File: src/logic/mcl_map.vh
// Constants, field positions and timing figures of the command and readback link.
// Notes on behaviour
// Manchester both ways, line equals bit XOR clock.
// Host opens each command with sync 1100.
// Clock taken from ones, zeros confirm detection.
// Command 01 read, 10 write, 11 calibrate.
// Command 00 reserved, device does nothing.
// Read and calibrate frames are six bits.
// Write frame is twelve bits, six data stored.
// Host sends write data bit 0 first.
// Decoder accepts 50 to 200 kb/s commands.
// Reply at 100 kb/s, half duty cycle.
// Reply 37 bits, zero start, error flag.
// Reserved, calibration flag, gain, drive count follow.
// Threshold, drain, polarity, then seven zeros.
// Calibration bank: count, gain, success flag.
// Config bank: polarity, drain select, threshold code.
// Reserved nine-bit bank only reported on read.
// Host calibrates by write, calibrate, write.
// New threshold reaches comparator right after write.
// Write verified by readback, mismatch sets error.
// Pin high during ramp, low on success.
// Bad sync or timing discards frame silently.
// Host releases pin after last command bit.
`ifndef MCL_MAP_VH
`define MCL_MAP_VH
// Clock rate and link rates.
`define MCL_CLK_KHZ 25000
`define MCL_RX_MIN_KBPS 50
`define MCL_RX_MAX_KBPS 200
`define MCL_TX_KBPS 100
// Calibration timing in milliseconds.
`define MCL_CAL_RAMP_MS 17
`define MCL_CAL_STAT_MS 13
// Frame shapes.
`define MCL_SHORT_BITS 4'd6
`define MCL_LONG_BITS 4'd12
`define MCL_SYNC 4'b0011
`define MCL_REPLY_BITS 37
// Command codes as sent, first bit on the left.
`define MCL_CMD_NONE 2'b00
`define MCL_CMD_READ 2'b01
`define MCL_CMD_WRITE 2'b10
`define MCL_CMD_CAL 2'b11
// Configuration bank fields.
`define MCL_CFG_POL 5
`define MCL_CFG_DS 4
`define MCL_CFG_REF_HI 3
// Calibration bank fields.
`define MCL_CAL_CNT_HI 12
`define MCL_CAL_CNT_LO 3
`define MCL_CAL_OK 0
// Reset values of the banks.
`define MCL_CFG_RESET 6'h38
`define MCL_CALB_RESET 13'h0000
`define MCL_RSV_RESET 9'h000
`endif

File: src/logic/mcl_man_tx.v
// Manchester serialiser for the readback reply.
`timescale 1ns/100ps
`include "mcl_map.vh"
module mcl_man_tx #(
  parameter NBITS = `MCL_REPLY_BITS,
  parameter [7:0] HALF_CYC = 8'd125
) (
  // Clock and reset.
  input wire ref_clk_in,
  input wire rst_n_in,
  // Frame request.
  input wire start_in,
  input wire [NBITS-1:0] frame_in,
  // Serial line.
  output reg line_out,
  output reg busy_out
);
  reg [NBITS-1:0] shift_reg;
  reg [5:0] left_reg;
  reg [7:0] half_reg;
  reg second_reg;

  // Each bit is low then high for a one, high then low for a zero.
  always @(posedge ref_clk_in or negedge rst_n_in) begin
    if (!rst_n_in) begin
      shift_reg <= {NBITS{1'b0}};
      left_reg <= 6'h00;
      half_reg <= 8'h00;
      second_reg <= 1'b0;
      line_out <= 1'b0;
      busy_out <= 1'b0;
    end else if (!busy_out) begin
      if (start_in) begin
        shift_reg <= frame_in;
        left_reg <= NBITS[5:0];
        half_reg <= 8'h00;
        second_reg <= 1'b0;
        busy_out <= 1'b1;
        line_out <= ~frame_in[0];
      end
    end else if (half_reg == HALF_CYC - 8'd1) begin
      half_reg <= 8'h00;
      if (!second_reg) begin
        second_reg <= 1'b1;
        line_out <= shift_reg[0];
      end else if (left_reg == 6'h01) begin
        busy_out <= 1'b0;
        line_out <= 1'b0;
      end else begin
        second_reg <= 1'b0;
        left_reg <= left_reg - 6'h01;
        shift_reg <= shift_reg >> 1;
        line_out <= ~shift_reg[1];
      end
    end else begin
      half_reg <= half_reg + 8'h01;
    end
  end
endmodule // mcl_man_tx

File: src/logic/mcl_link.v
// Command decoder, bank store, calibration sequencer and readback of the link.
`timescale 1ns/100ps
`include "mcl_map.vh"
module mcl_link #(
  parameter [19:0] CAL_RAMP_CYC = `MCL_CAL_RAMP_MS * `MCL_CLK_KHZ,
  parameter [19:0] CAL_STAT_CYC = `MCL_CAL_STAT_MS * `MCL_CLK_KHZ,
  parameter [5:0] CFG_RESET = `MCL_CFG_RESET,
  parameter [12:0] CALB_RESET = `MCL_CALB_RESET,
  parameter [8:0] RSV_RESET = `MCL_RSV_RESET
) (
  // Clock and reset.
  input wire ref_clk_in,
  input wire rst_n_in,
  // Calibrate and status pin.
  input wire cal_pin_in,
  output reg cal_pin_out,
  output reg cal_pin_oe_out,
  // Logic output pin.
  output reg out_pin_out,
  output reg out_pin_oe_out,
  // Analog front end.
  input wire detect_in,
  output wire [3:0] threshold_code_out,
  output reg cal_start_out,
  input wire cal_done_in,
  input wire cal_ok_in,
  input wire [9:0] led_drive_count_in,
  input wire [1:0] gain_step_bits_in,
  // Bank state.
  output wire [5:0] output_config_bank_out,
  output wire [12:0] calibration_result_bank_out,
  output wire error_flag_out
);
  // Bit period limits and the reply half bit in clock cycles.
  localparam integer T_MIN_I = `MCL_CLK_KHZ / `MCL_RX_MAX_KBPS;
  localparam integer T_MAX_I = `MCL_CLK_KHZ / `MCL_RX_MIN_KBPS;
  localparam integer TX_HALF_I = `MCL_CLK_KHZ / `MCL_TX_KBPS / 2;
  localparam [9:0] T_MIN = T_MIN_I[9:0];
  localparam [9:0] T_MAX = T_MAX_I[9:0];
  localparam [7:0] TX_HALF = TX_HALF_I[7:0];
  // States.
  localparam [2:0] S_IDLE = 3'd0;
  localparam [2:0] S_MEAS = 3'd1;
  localparam [2:0] S_BITS = 3'd2;
  localparam [2:0] S_EXEC = 3'd3;
  localparam [2:0] S_VERIFY = 3'd4;
  localparam [2:0] S_RAMP = 3'd5;
  localparam [2:0] S_STAT = 3'd6;
  localparam [2:0] S_TX = 3'd7;

  reg [2:0] state_reg;
  reg [2:0] state_next;
  reg cal_prev_reg;
  reg [10:0] cnt_reg;
  reg [10:0] cnt_next;
  reg [9:0] period_reg;
  reg [9:0] period_next;
  reg [11:0] bits_reg;
  reg [11:0] bits_next;
  reg [3:0] nbits_reg;
  reg [3:0] nbits_next;
  reg [19:0] tmr_reg;
  reg [5:0] cfg_reg;
  reg [5:0] wr_data_reg;
  reg err_reg;
  reg [12:0] calb_reg;
  reg [8:0] rsv_reg;
  reg cal_pass_reg;
  reg tx_start;
  wire tx_line;
  wire tx_busy;
  wire rise;
  wire fall;
  wire [10:0] early_lim;
  wire [10:0] late_lim;
  wire [1:0] cmd;
  wire [36:0] reply;
  wire drv_level;

  // Edge detection on the command pin.
  assign rise = cal_pin_in & ~cal_prev_reg;
  assign fall = ~cal_pin_in & cal_prev_reg;

  // Window for a mid-bit edge, three quarters to five quarters of a bit.
  assign early_lim = {1'b0, period_reg} - {3'b000, period_reg[9:2]};
  assign late_lim = {1'b0, period_reg} + {3'b000, period_reg[9:2]};

  // Command bits as sent, first one on the left.
  assign cmd = {bits_reg[4], bits_reg[5]};

  // Reply frame, element zero goes out first.
  assign reply = {7'h00, cfg_reg[`MCL_CFG_POL], cfg_reg[`MCL_CFG_DS],
                  cfg_reg[`MCL_CFG_REF_HI:0],
                  calb_reg[`MCL_CAL_CNT_HI:`MCL_CAL_CNT_LO],
                  calb_reg[2:1], calb_reg[`MCL_CAL_OK],
                  rsv_reg, err_reg, 1'b0};

  // Bank outputs and the live threshold code.
  assign threshold_code_out = cfg_reg[`MCL_CFG_REF_HI:0];
  assign output_config_bank_out = cfg_reg;
  assign calibration_result_bank_out = calb_reg;
  assign error_flag_out = err_reg;

  // Decides whether the frame is good: sync, length and code.
  function [2:0] mcl_dispatch;
    input [3:0] sync;
    input [1:0] code;
    input [3:0] nbits;
    begin
      mcl_dispatch = S_IDLE;
      if (sync == `MCL_SYNC) begin
        if (nbits == `MCL_SHORT_BITS && code == `MCL_CMD_READ) begin
          mcl_dispatch = S_TX;
        end else if (nbits == `MCL_SHORT_BITS && code == `MCL_CMD_CAL) begin
          mcl_dispatch = S_RAMP;
        end else if (nbits == `MCL_LONG_BITS && code == `MCL_CMD_WRITE) begin
          mcl_dispatch = S_VERIFY;
        end
      end
    end
  endfunction

  // Receive and sequencing state machine.
  always @* begin
    state_next = state_reg;
    cnt_next = cnt_reg;
    period_next = period_reg;
    bits_next = bits_reg;
    nbits_next = nbits_reg;
    tx_start = 1'b0;
    case (state_reg)
      S_IDLE: begin
        cnt_next = 11'h000;
        if (rise) begin
          bits_next = 12'h001;
          state_next = S_MEAS;
        end
      end
      S_MEAS: begin
        cnt_next = cnt_reg + 11'h001;
        if (rise) begin
          if (cnt_next >= {1'b0, T_MIN} && cnt_next <= {1'b0, T_MAX}) begin
            period_next = cnt_next[9:0];
            bits_next = 12'h003;
            nbits_next = 4'd2;
            cnt_next = 11'h000;
            state_next = S_BITS;
          end else begin
            state_next = S_IDLE;
          end
        end else if (cnt_reg > {1'b0, T_MAX}) begin
          state_next = S_IDLE;
        end
      end
      S_BITS: begin
        cnt_next = cnt_reg + 11'h001;
        if ((rise || fall) && cnt_reg >= early_lim) begin
          if (nbits_reg < `MCL_LONG_BITS) begin
            bits_next[nbits_reg] = cal_pin_in;
          end
          if (nbits_reg <= `MCL_LONG_BITS) begin
            nbits_next = nbits_reg + 4'd1;
          end
          cnt_next = 11'h000;
        end else if (cnt_reg > late_lim) begin
          state_next = S_EXEC;
        end
      end
      S_EXEC: begin
        state_next = mcl_dispatch(bits_reg[3:0], cmd, nbits_reg);
        if (state_next == S_TX) begin
          tx_start = 1'b1;
        end
      end
      S_VERIFY: begin
        state_next = S_IDLE;
      end
      S_RAMP: begin
        if (cal_done_in || tmr_reg >= CAL_RAMP_CYC - 20'h00001) begin
          state_next = S_STAT;
        end
      end
      S_STAT: begin
        if (tmr_reg >= CAL_STAT_CYC - 20'h00001) begin
          state_next = S_IDLE;
        end
      end
      S_TX: begin
        if (!tx_busy && !tx_start) begin
          state_next = S_IDLE;
        end
      end
      default: begin
        state_next = S_IDLE;
      end
    endcase
  end

  // State and decoder registers.
  always @(posedge ref_clk_in or negedge rst_n_in) begin
    if (!rst_n_in) begin
      state_reg <= S_IDLE;
      cal_prev_reg <= 1'b0;
      cnt_reg <= 11'h000;
      period_reg <= 10'h000;
      bits_reg <= 12'h000;
      nbits_reg <= 4'h0;
    end else begin
      state_reg <= state_next;
      cal_prev_reg <= cal_pin_in;
      cnt_reg <= cnt_next;
      period_reg <= period_next;
      bits_reg <= bits_next;
      nbits_reg <= nbits_next;
    end
  end

  // Configuration bank write and readback check.
  always @(posedge ref_clk_in or negedge rst_n_in) begin
    if (!rst_n_in) begin
      cfg_reg <= CFG_RESET;
      wr_data_reg <= 6'h00;
      err_reg <= 1'b0;
    end else if (state_reg == S_EXEC && state_next == S_VERIFY) begin
      cfg_reg <= bits_reg[11:6];
      wr_data_reg <= bits_reg[11:6];
    end else if (state_reg == S_VERIFY) begin
      err_reg <= (cfg_reg != wr_data_reg);
    end
  end

  // Calibration timer, start pulse and result capture.
  always @(posedge ref_clk_in or negedge rst_n_in) begin
    if (!rst_n_in) begin
      tmr_reg <= 20'h00000;
      cal_start_out <= 1'b0;
      calb_reg <= CALB_RESET;
      cal_pass_reg <= 1'b0;
    end else begin
      cal_start_out <= (state_reg == S_EXEC && state_next == S_RAMP);
      if (state_reg != state_next) begin
        tmr_reg <= 20'h00000;
      end else begin
        tmr_reg <= tmr_reg + 20'h00001;
      end
      if (state_reg == S_RAMP && state_next == S_STAT) begin
        cal_pass_reg <= cal_done_in & cal_ok_in;
        calb_reg[`MCL_CAL_OK] <= cal_done_in & cal_ok_in;
        calb_reg[2:1] <= gain_step_bits_in;
        if (cal_done_in && cal_ok_in) begin
          calb_reg[`MCL_CAL_CNT_HI:`MCL_CAL_CNT_LO] <= led_drive_count_in;
        end
      end
    end
  end

  // Reserved bank holds its reset contents; no command writes it.
  always @(posedge ref_clk_in or negedge rst_n_in) begin
    if (!rst_n_in) begin
      rsv_reg <= RSV_RESET;
    end else begin
      rsv_reg <= rsv_reg;
    end
  end

  // Status drive on the calibrate pin while calibrating.
  always @(posedge ref_clk_in or negedge rst_n_in) begin
    if (!rst_n_in) begin
      cal_pin_out <= 1'b0;
      cal_pin_oe_out <= 1'b0;
    end else begin
      cal_pin_oe_out <= (state_next == S_RAMP || state_next == S_STAT);
      cal_pin_out <= (state_next == S_RAMP) ||
                     (state_next == S_STAT && !(state_reg == S_RAMP ?
                       (cal_done_in & cal_ok_in) : cal_pass_reg));
    end
  end

  // Reply serialiser.
  mcl_man_tx #(
    .NBITS(`MCL_REPLY_BITS),
    .HALF_CYC(TX_HALF)
  ) u_tx (
    .ref_clk_in(ref_clk_in),
    .rst_n_in(rst_n_in),
    .start_in(tx_start),
    .frame_in(reply),
    .line_out(tx_line),
    .busy_out(tx_busy)
  );

  // Level on the output pin: reply while reading, else detection with polarity.
  assign drv_level = tx_busy ? tx_line : (detect_in ^ cfg_reg[`MCL_CFG_POL]);

  // Drive type: push-pull drives both levels, open drain only pulls low.
  always @(posedge ref_clk_in or negedge rst_n_in) begin
    if (!rst_n_in) begin
      out_pin_out <= 1'b0;
      out_pin_oe_out <= 1'b0;
    end else if (cfg_reg[`MCL_CFG_DS]) begin
      out_pin_out <= drv_level;
      out_pin_oe_out <= 1'b1;
    end else begin
      out_pin_out <= 1'b0;
      out_pin_oe_out <= ~drv_level;
    end
  end
endmodule // mcl_link

File: config.mk
export PLATFORM = sky130hd
export DESIGN_NAME = mcl_link
export DESIGN_NICKNAME = d
export VERILOG_FILES = /design/src/logic/mcl_man_tx.v /design/src/logic/mcl_link.v
export VERILOG_INCLUDE_DIRS = /design/src /design/src/logic
export SDC_FILE = /design/constraint.sdc
export NUM_CORES = 1
export LEC_CHECK = 0
export ABC_AREA = 1
export BUFFER_PORTS_ARGS = -buffer_cell sky130_fd_sc_hd__buf_2
export CAP_MARGIN = 20
export CORE_ASPECT_RATIO = 1.4
export CORE_MARGIN = 5
export CORE_UTILIZATION = 55
export DETAILED_ROUTE_END_ITERATION = 10
export PLACE_DENSITY_LB_ADDON = 0.12
export SLEW_MARGIN = 30
export SYNTH_ARGS = -nofsm -noshare
export SYNTH_HDL_FRONTEND = slang
export SYNTH_SLANG_ARGS = --single-unit
File: constraint.sdc
create_clock -name ref_clk_in -period 4.05 [get_ports ref_clk_in]
set_input_delay 0.6075 -clock ref_clk_in [delete_from_list [all_inputs] [get_ports ref_clk_in]]
set_output_delay 0.6075 -clock ref_clk_in [all_outputs]
set_load 0.01 [all_outputs]
* Yosys cells after proc, flatten, opt, wreduce, memory -nomap -nowiden
Index checks and enable logic that the tools add are counted.
** Storage, ports and cells
- Bits in registers :: 147
- Word-level logic and storage cells :: 176
** Cells by class
- $add $sub $neg :: 7
- $lt $le $gt $ge :: 11
- Equal/unequal tests :: 30
- Multiplexer cells :: 68
- Bitwise logic cells :: 9
- Reduce and logical (&&, ||, !) cells :: 27
** Operators with widths (number)
- 37-bit two-way mux :: 5
- 12-bit two-way mux :: 5
- 20-bit by 19-bit >= comparator with 1-bit output (second input constant) :: 2
- 3-bit two-way mux :: 13
- 12-bit one-hot mux with 3 select lines :: 1
- 11-bit two-way mux :: 3
- 11-bit one-hot mux with 3 select lines :: 1
- 6-bit two-way mux :: 5
- 3-bit == test (second input constant) :: 8
- 8-bit two-way mux :: 3
- 3-bit one-hot mux with 8 select lines :: 1
- 1-bit two-way mux :: 22
- 20-bit by 1-bit adder with 20-bit output (second input constant) :: 1
- 20-bit two-way mux :: 1
- 2-bit inequality test (second input constant) :: 9
- 4-bit two-way mux :: 4
- 12-bit bitwise mux :: 1
- 10-bit by 8-bit adder with 11-bit output :: 1
- 11-bit by 1-bit adder with 11-bit output (second input constant) :: 1
- 11-bit >= comparator :: 1
- 11-bit by 7-bit >= comparator with 1-bit output (second input constant) :: 1
- 11-bit > comparator :: 1
- 11-bit by 9-bit > comparator with 1-bit output (second input constant) :: 1
- 11-bit by 9-bit <= comparator with 1-bit output (second input constant) :: 1
- other kinds (36) :: 60

* Longest topological paths before layout
- Word-level depth :: 12
- Depth in mapped cells :: 30

* Hierarchy
A second synthesis with hierarchy kept.
** Unflattened totals
- Cell total of the unflattened synthesis :: 1233
- Area total of the unflattened synthesis :: 9223.8 um2
** Modules (own cells, without submodules)
- mcl_link :: times used 1, cells each 813, area each 6212.2 um2, sequential area each 2230.9 um2
- mcl_man_tx :: times used 1, cells each 420, area each 3011.6 um2, sequential area each 1351.3 um2

* Worst setup path before layout
Ideal clock, no wire load.
- Path kind :: register -> register
- Start point :: register period_reg[2]
- End point :: register tmr_reg[14]
- Library setup time :: 122 ps
- Arrival :: 3182 ps
- Setup slack :: 745 ps
- Cell stages (with the launch flop) :: 28
- Path through :: dfrtp_1 -> ha_1 -> fa_1 -> nand3_1 -> nand2_1 -> a21oi_1 -> o21ai_0 -> nand2_1 -> nand2_1 -> a21oi_1 -> xor2_1 -> ha_1 -> nand2_1 -> nor2_1 -> inv_1 -> nor2_1 -> nand2_1 -> nand3_1 -> nand2_1 -> inv_1 -> nand3_1 -> nand2_1 -> nand2_1 -> nand2_1 -> nand2_1 -> nand2_2 -> buf_6 -> nor2_2
** Between the ends
- Word-level cells in the longest chain between the ends :: 7
- Elaborated cells between the ends (all ways) :: 10
- Classes of those cells :: add/sub (2); order compare (2); eq/ne (1); mux (4); reduce/logical (1)
** Ends and longest elaborated chain
- start: declaration :: line mcl_link.v:56 : reg [9:0] period_reg;
- start signal: assignment :: line mcl_link.v:212 : period_reg <= period_next;
- 10-bit by 8-bit adder with 11-bit output / 10-bit by 8-bit subtractor with 11-bit output (equally long branches) :: line mcl_link.v:86, mcl_link.v:85
- 11-bit > comparator / 11-bit >= comparator (equally long branches) :: line mcl_link.v:165, mcl_link.v:157
- 3-bit two-way mux / 1-bit logical AND (equally long branches) :: line mcl_link.v:165, mcl_link.v:157
- 3-bit two-way mux * :: line mcl_link.v:157 : if ((rise || fall) && cnt_reg >= early_lim) begin
- 3-bit one-hot mux with 8 select lines * :: line mcl_link.v:131 : case (state_reg)
- 3-bit inequality test * :: line mcl_link.v:241 : if (state_reg != state_next) begin
- 20-bit two-way mux * :: line mcl_link.v:241
- end signal: assignment :: line mcl_link.v:244 : tmr_reg <= tmr_reg + 20'h00001;
- end: declaration :: line mcl_link.v:62 : reg [19:0] tmr_reg;
Mark *: on every way between the ends. The rest lies on a longest branch, timed or not.
A chain may end at the register's enable or synchronous reset.

* Final worst setup path
- Start point :: register period_reg[2]
- End point :: register tmr_reg[5]
Same word-level chain as after synthesis.

==> key figures <==
Global routing
  – Global route overflow: 0
  – First-pass GRT wire length: 31800 um
  – Number of global-route vias before repair: 6863
  – Global-route usage over all layers: 22.3%
  – Antenna violations before repair: 0
  – Largest net degree at the start of global routing: 84

Floorplanning
  – Starting Density: 55.6%
  – Die H: 155 um
  – Die footprint: 17600 um2
  – Core Region: 14900 um2
  – Die width: 114 um
  – Row count: 53
  – I/O pin total: 47

Logic synthesis
  – Synthesized area: 8250 um2
  – Async SR Flop Fraction: 100%
  – Syn Nets: 1112
  – Register area share after synthesis: 41.3%
  – Dominant cell type by area after synthesis: dfrtp_1
  – Synth top area share: 40.3%
  – Largest cells by area after synthesis: dfrtp_1 (40%), nand2_1 (11%), ha_1 (7.7%), inv_1 (6.1%), o21ai_0 (4.5%)
  – Syn avg cell area: 7.93 um2
  – Post-synthesis cell type count: 49
  – Number of synthesized flops with an enable pin: 0
  – Cells after Synth: 1041
  – Synth warn: 0
  – Flops & latches, synth: 136
  – Main synth FF type: dfrtp_1

Worst hold path
  – Worst min-delay path category: input pin to async pin

STA
  – Fin. max-slew vios: 0
  – Slew @ Worst Pin: 0.798 ns
  – Final setup viols: 0
  – Setup ws final: 0.309 ns
  – Slew headroom: 46.6%
  – Final hold vios: 0
  – Fmax: 0.267 GHz
  – Post-route clock skew: 0.0114 ns
  – Final Cycle Share: 92.4%
  – Clock period minus worst slack: 3.74 ns
  – Hold Slack: 0.252 ns

Detailed routing
  – Drc violations: 0
  – Antenna-violating nets left: 0
  – WL per Instance: 14.4 um
  – DR vias: 6690
  – TritonRoute pass-1 iters: 5
  – Starting DRT DRC Count: 297
  – Vias per cell: 5.23
  – Final wirelength: 18500 um

CTS
  – Clk root buf: clkbuf_16
  – CTS tree: done
  – Clk Latency, worst-skew pair: 0.42 ns
  – CTS Buf Count: 17
  – Post-CTS Setup Bufs: 0
  – Clk slew on worst S/H paths: 0.06 ns
  – Max Root-Sink Buffers: 2
  – Max H-tree Level: 4
  – CTS Sinks: 136

Power
  – Peak VDD IR: 312 uV
  – Total power: 0.00357 W
  – Leak: 4.44 nW
  – Power Density: 389 nW/um2

Critical path
  – R2r setup slk: 0.31 ns
  – Max FO, Critical Path: 20
  – Reg2Reg Capture Point: tmr_reg[5]
  – Reg-to-reg startpoint: period_reg[2]
  – Crit end category: register
  – CP Class: register to register
  – CP Data Required Time: 4.35 ns
  – Crit start category: register
  – Worst R2R Path Depth: 27
  – Crit path DAT: 4.04 ns

Cells and area
  – Largest register FFs: 30
  – Nets: 1146
  – Synthesis-to-layout area growth: 11.2%
  – Final cell count without fillers: 1280
  – Layout cells sized above 1: 14.3%
  – Diode count: 0
  – Final Instance Area: 9180 um2
  – Filler cells: 1381

Run
  – Max Cap Viol: 0

Run status
  – Status: finished, final reports clean

Place
  – Dpl ws: 0.136 ns
  – Placed Area: 8580 um2
  – HPWL Detailed: 13500 um
  – Gpl congestion: 0.919
  – DP Cell Count: 1248
  – Buffers on Ports: 46
critical path: stages, from the launching register on:
cell	delay, ns
dfrtp_2	0.44
ha_2	0.22
fa_1	0.42
nand3_1	0.11
nand2_1	0.10
a21oi_2	0.17
o21ai_1	0.10
nand2_1	0.07
nand2_1	0.06
a21oi_2	0.16
xor2_1	0.09
ha_1	0.30
nand2_1	0.07
nor2_1	0.12
inv_1	0.06
nor2_1	0.09
nand2_1	0.05
nand3_1	0.07
nand2_1	0.05
inv_1	0.06
nand3_1	0.08
nand2_1	0.13
nand2_1	0.13
nand2_1	0.09
nand2_1	0.06
nand2_2	0.10
buf_12	0.19
nor2_2	0.05
metrics by stage:
stage	util, %	TNS, ns
after CTS	61.5	0
after global placement	57.8	0
after floorplan	-	0
after global routing	61.8	-0.000667
after detailed placement	57.8	0
final	61.8	0
where the power goes:
group	internal (W)	switching, W	total, W	leakage [nW]
clock network	0.000812	0.000625	0.00144	0.271
registers	0.00141	0.0000641	0.00147	1.85
logic	0.000208	0.000450	0.000657	2.32
layout by cell type (no fill, tap or decap), drive strengths merged, types with 3 or more instances in the layout:
master / n
nor4: 8
clkbuf: 18
clkinv: 9
xnor2: 4
nor2: 101
dfstp: 3
mux2i: 15
nand4: 13
xor2: 32
o21ai: 88
a31oi: 5
a21o: 3
nand3: 57
o22ai: 18
nor3: 15
a21oi: 48
nand2: 254
buf: 51
ha: 51
dfrtp: 133
inv: 144
cells by family (layout without fill, tap and decap cells):
logic type               Yosys count  in the layout  synth area share [%]
AND/OR/NAND/NOR                  452            452                  24.0
buffers and inverters            177            224                  9.02
AO/OA/AOI/OAI                    172            172                  11.8
flip-flops                       136            136                  41.3
adder cells (fa/ha/maj)           53             53                  8.22
XOR/XNOR                          36             36                  3.82
multiplexers                      15             15                  1.82
metal layers:
metal | track usage, % | share of wire, %
met1 | 26.5 | 43
met3 | 3.81 | 2.8
met5 | 0 | 0
met4 | 8.02 | 2.2
met2 | 40.1 | 53
worst max-delay path by stage:
stage / startpoint / end / cells past startpoint
after floorplan: period_reg[2] / tmr_reg[14] / 27
after global placement: period_reg[2] / tmr_reg[10] / 27
after detailed placement: period_reg[2] / tmr_reg[5] / 27
after CTS: period_reg[2] / tmr_reg[5] / 27
after global routing: period_reg[2] / tmr_reg[16] / 27
final: period_reg[2] / tmr_reg[5] / 27
what timing repair did:
item | CTS | global route
resized for setup | 0 | 14
hold buffers | 0 | 0
setup endpoints to repair | 0 | 33
cell type report:
cell class | count | area (um2) | area share, %
Sequential cell | 136 | 3410 | 37.2
Tap cell | 192 | 240 | 2.62
Clock inverter | 14 | 114 | 1.24
Timing Repair Buffer | 51 | 299 | 3.26
Inverter | 141 | 534 | 5.82
Clock buffer | 18 | 439 | 4.79
Multi-Input combinational cell | 728 | 4140 | 45.1
Yosys cell counts (3+ instances only):
master and instances:
nand2_1 246, nand4_1 12, inv_1 135, clkbuf_1 16, dfrtp_1 133, dfstp_2 3
nor2_2 27, xnor2_1 4, a21oi_1 45, o21ai_0 75, mux2i_1 15, nand3_1 55
ha_1 51, buf_4 8, a21o_1 3, inv_2 3, buf_6 5, xor2_1 32
o22ai_1 18, a21oi_2 3, o21ai_1 4, nand2_2 6, a31oi_1 5, nor4_1 8
buf_2 6, o21ai_2 9, nor2_1 73, nor3_1 13
Note: power is estimated with default switching activity, not from simulation.
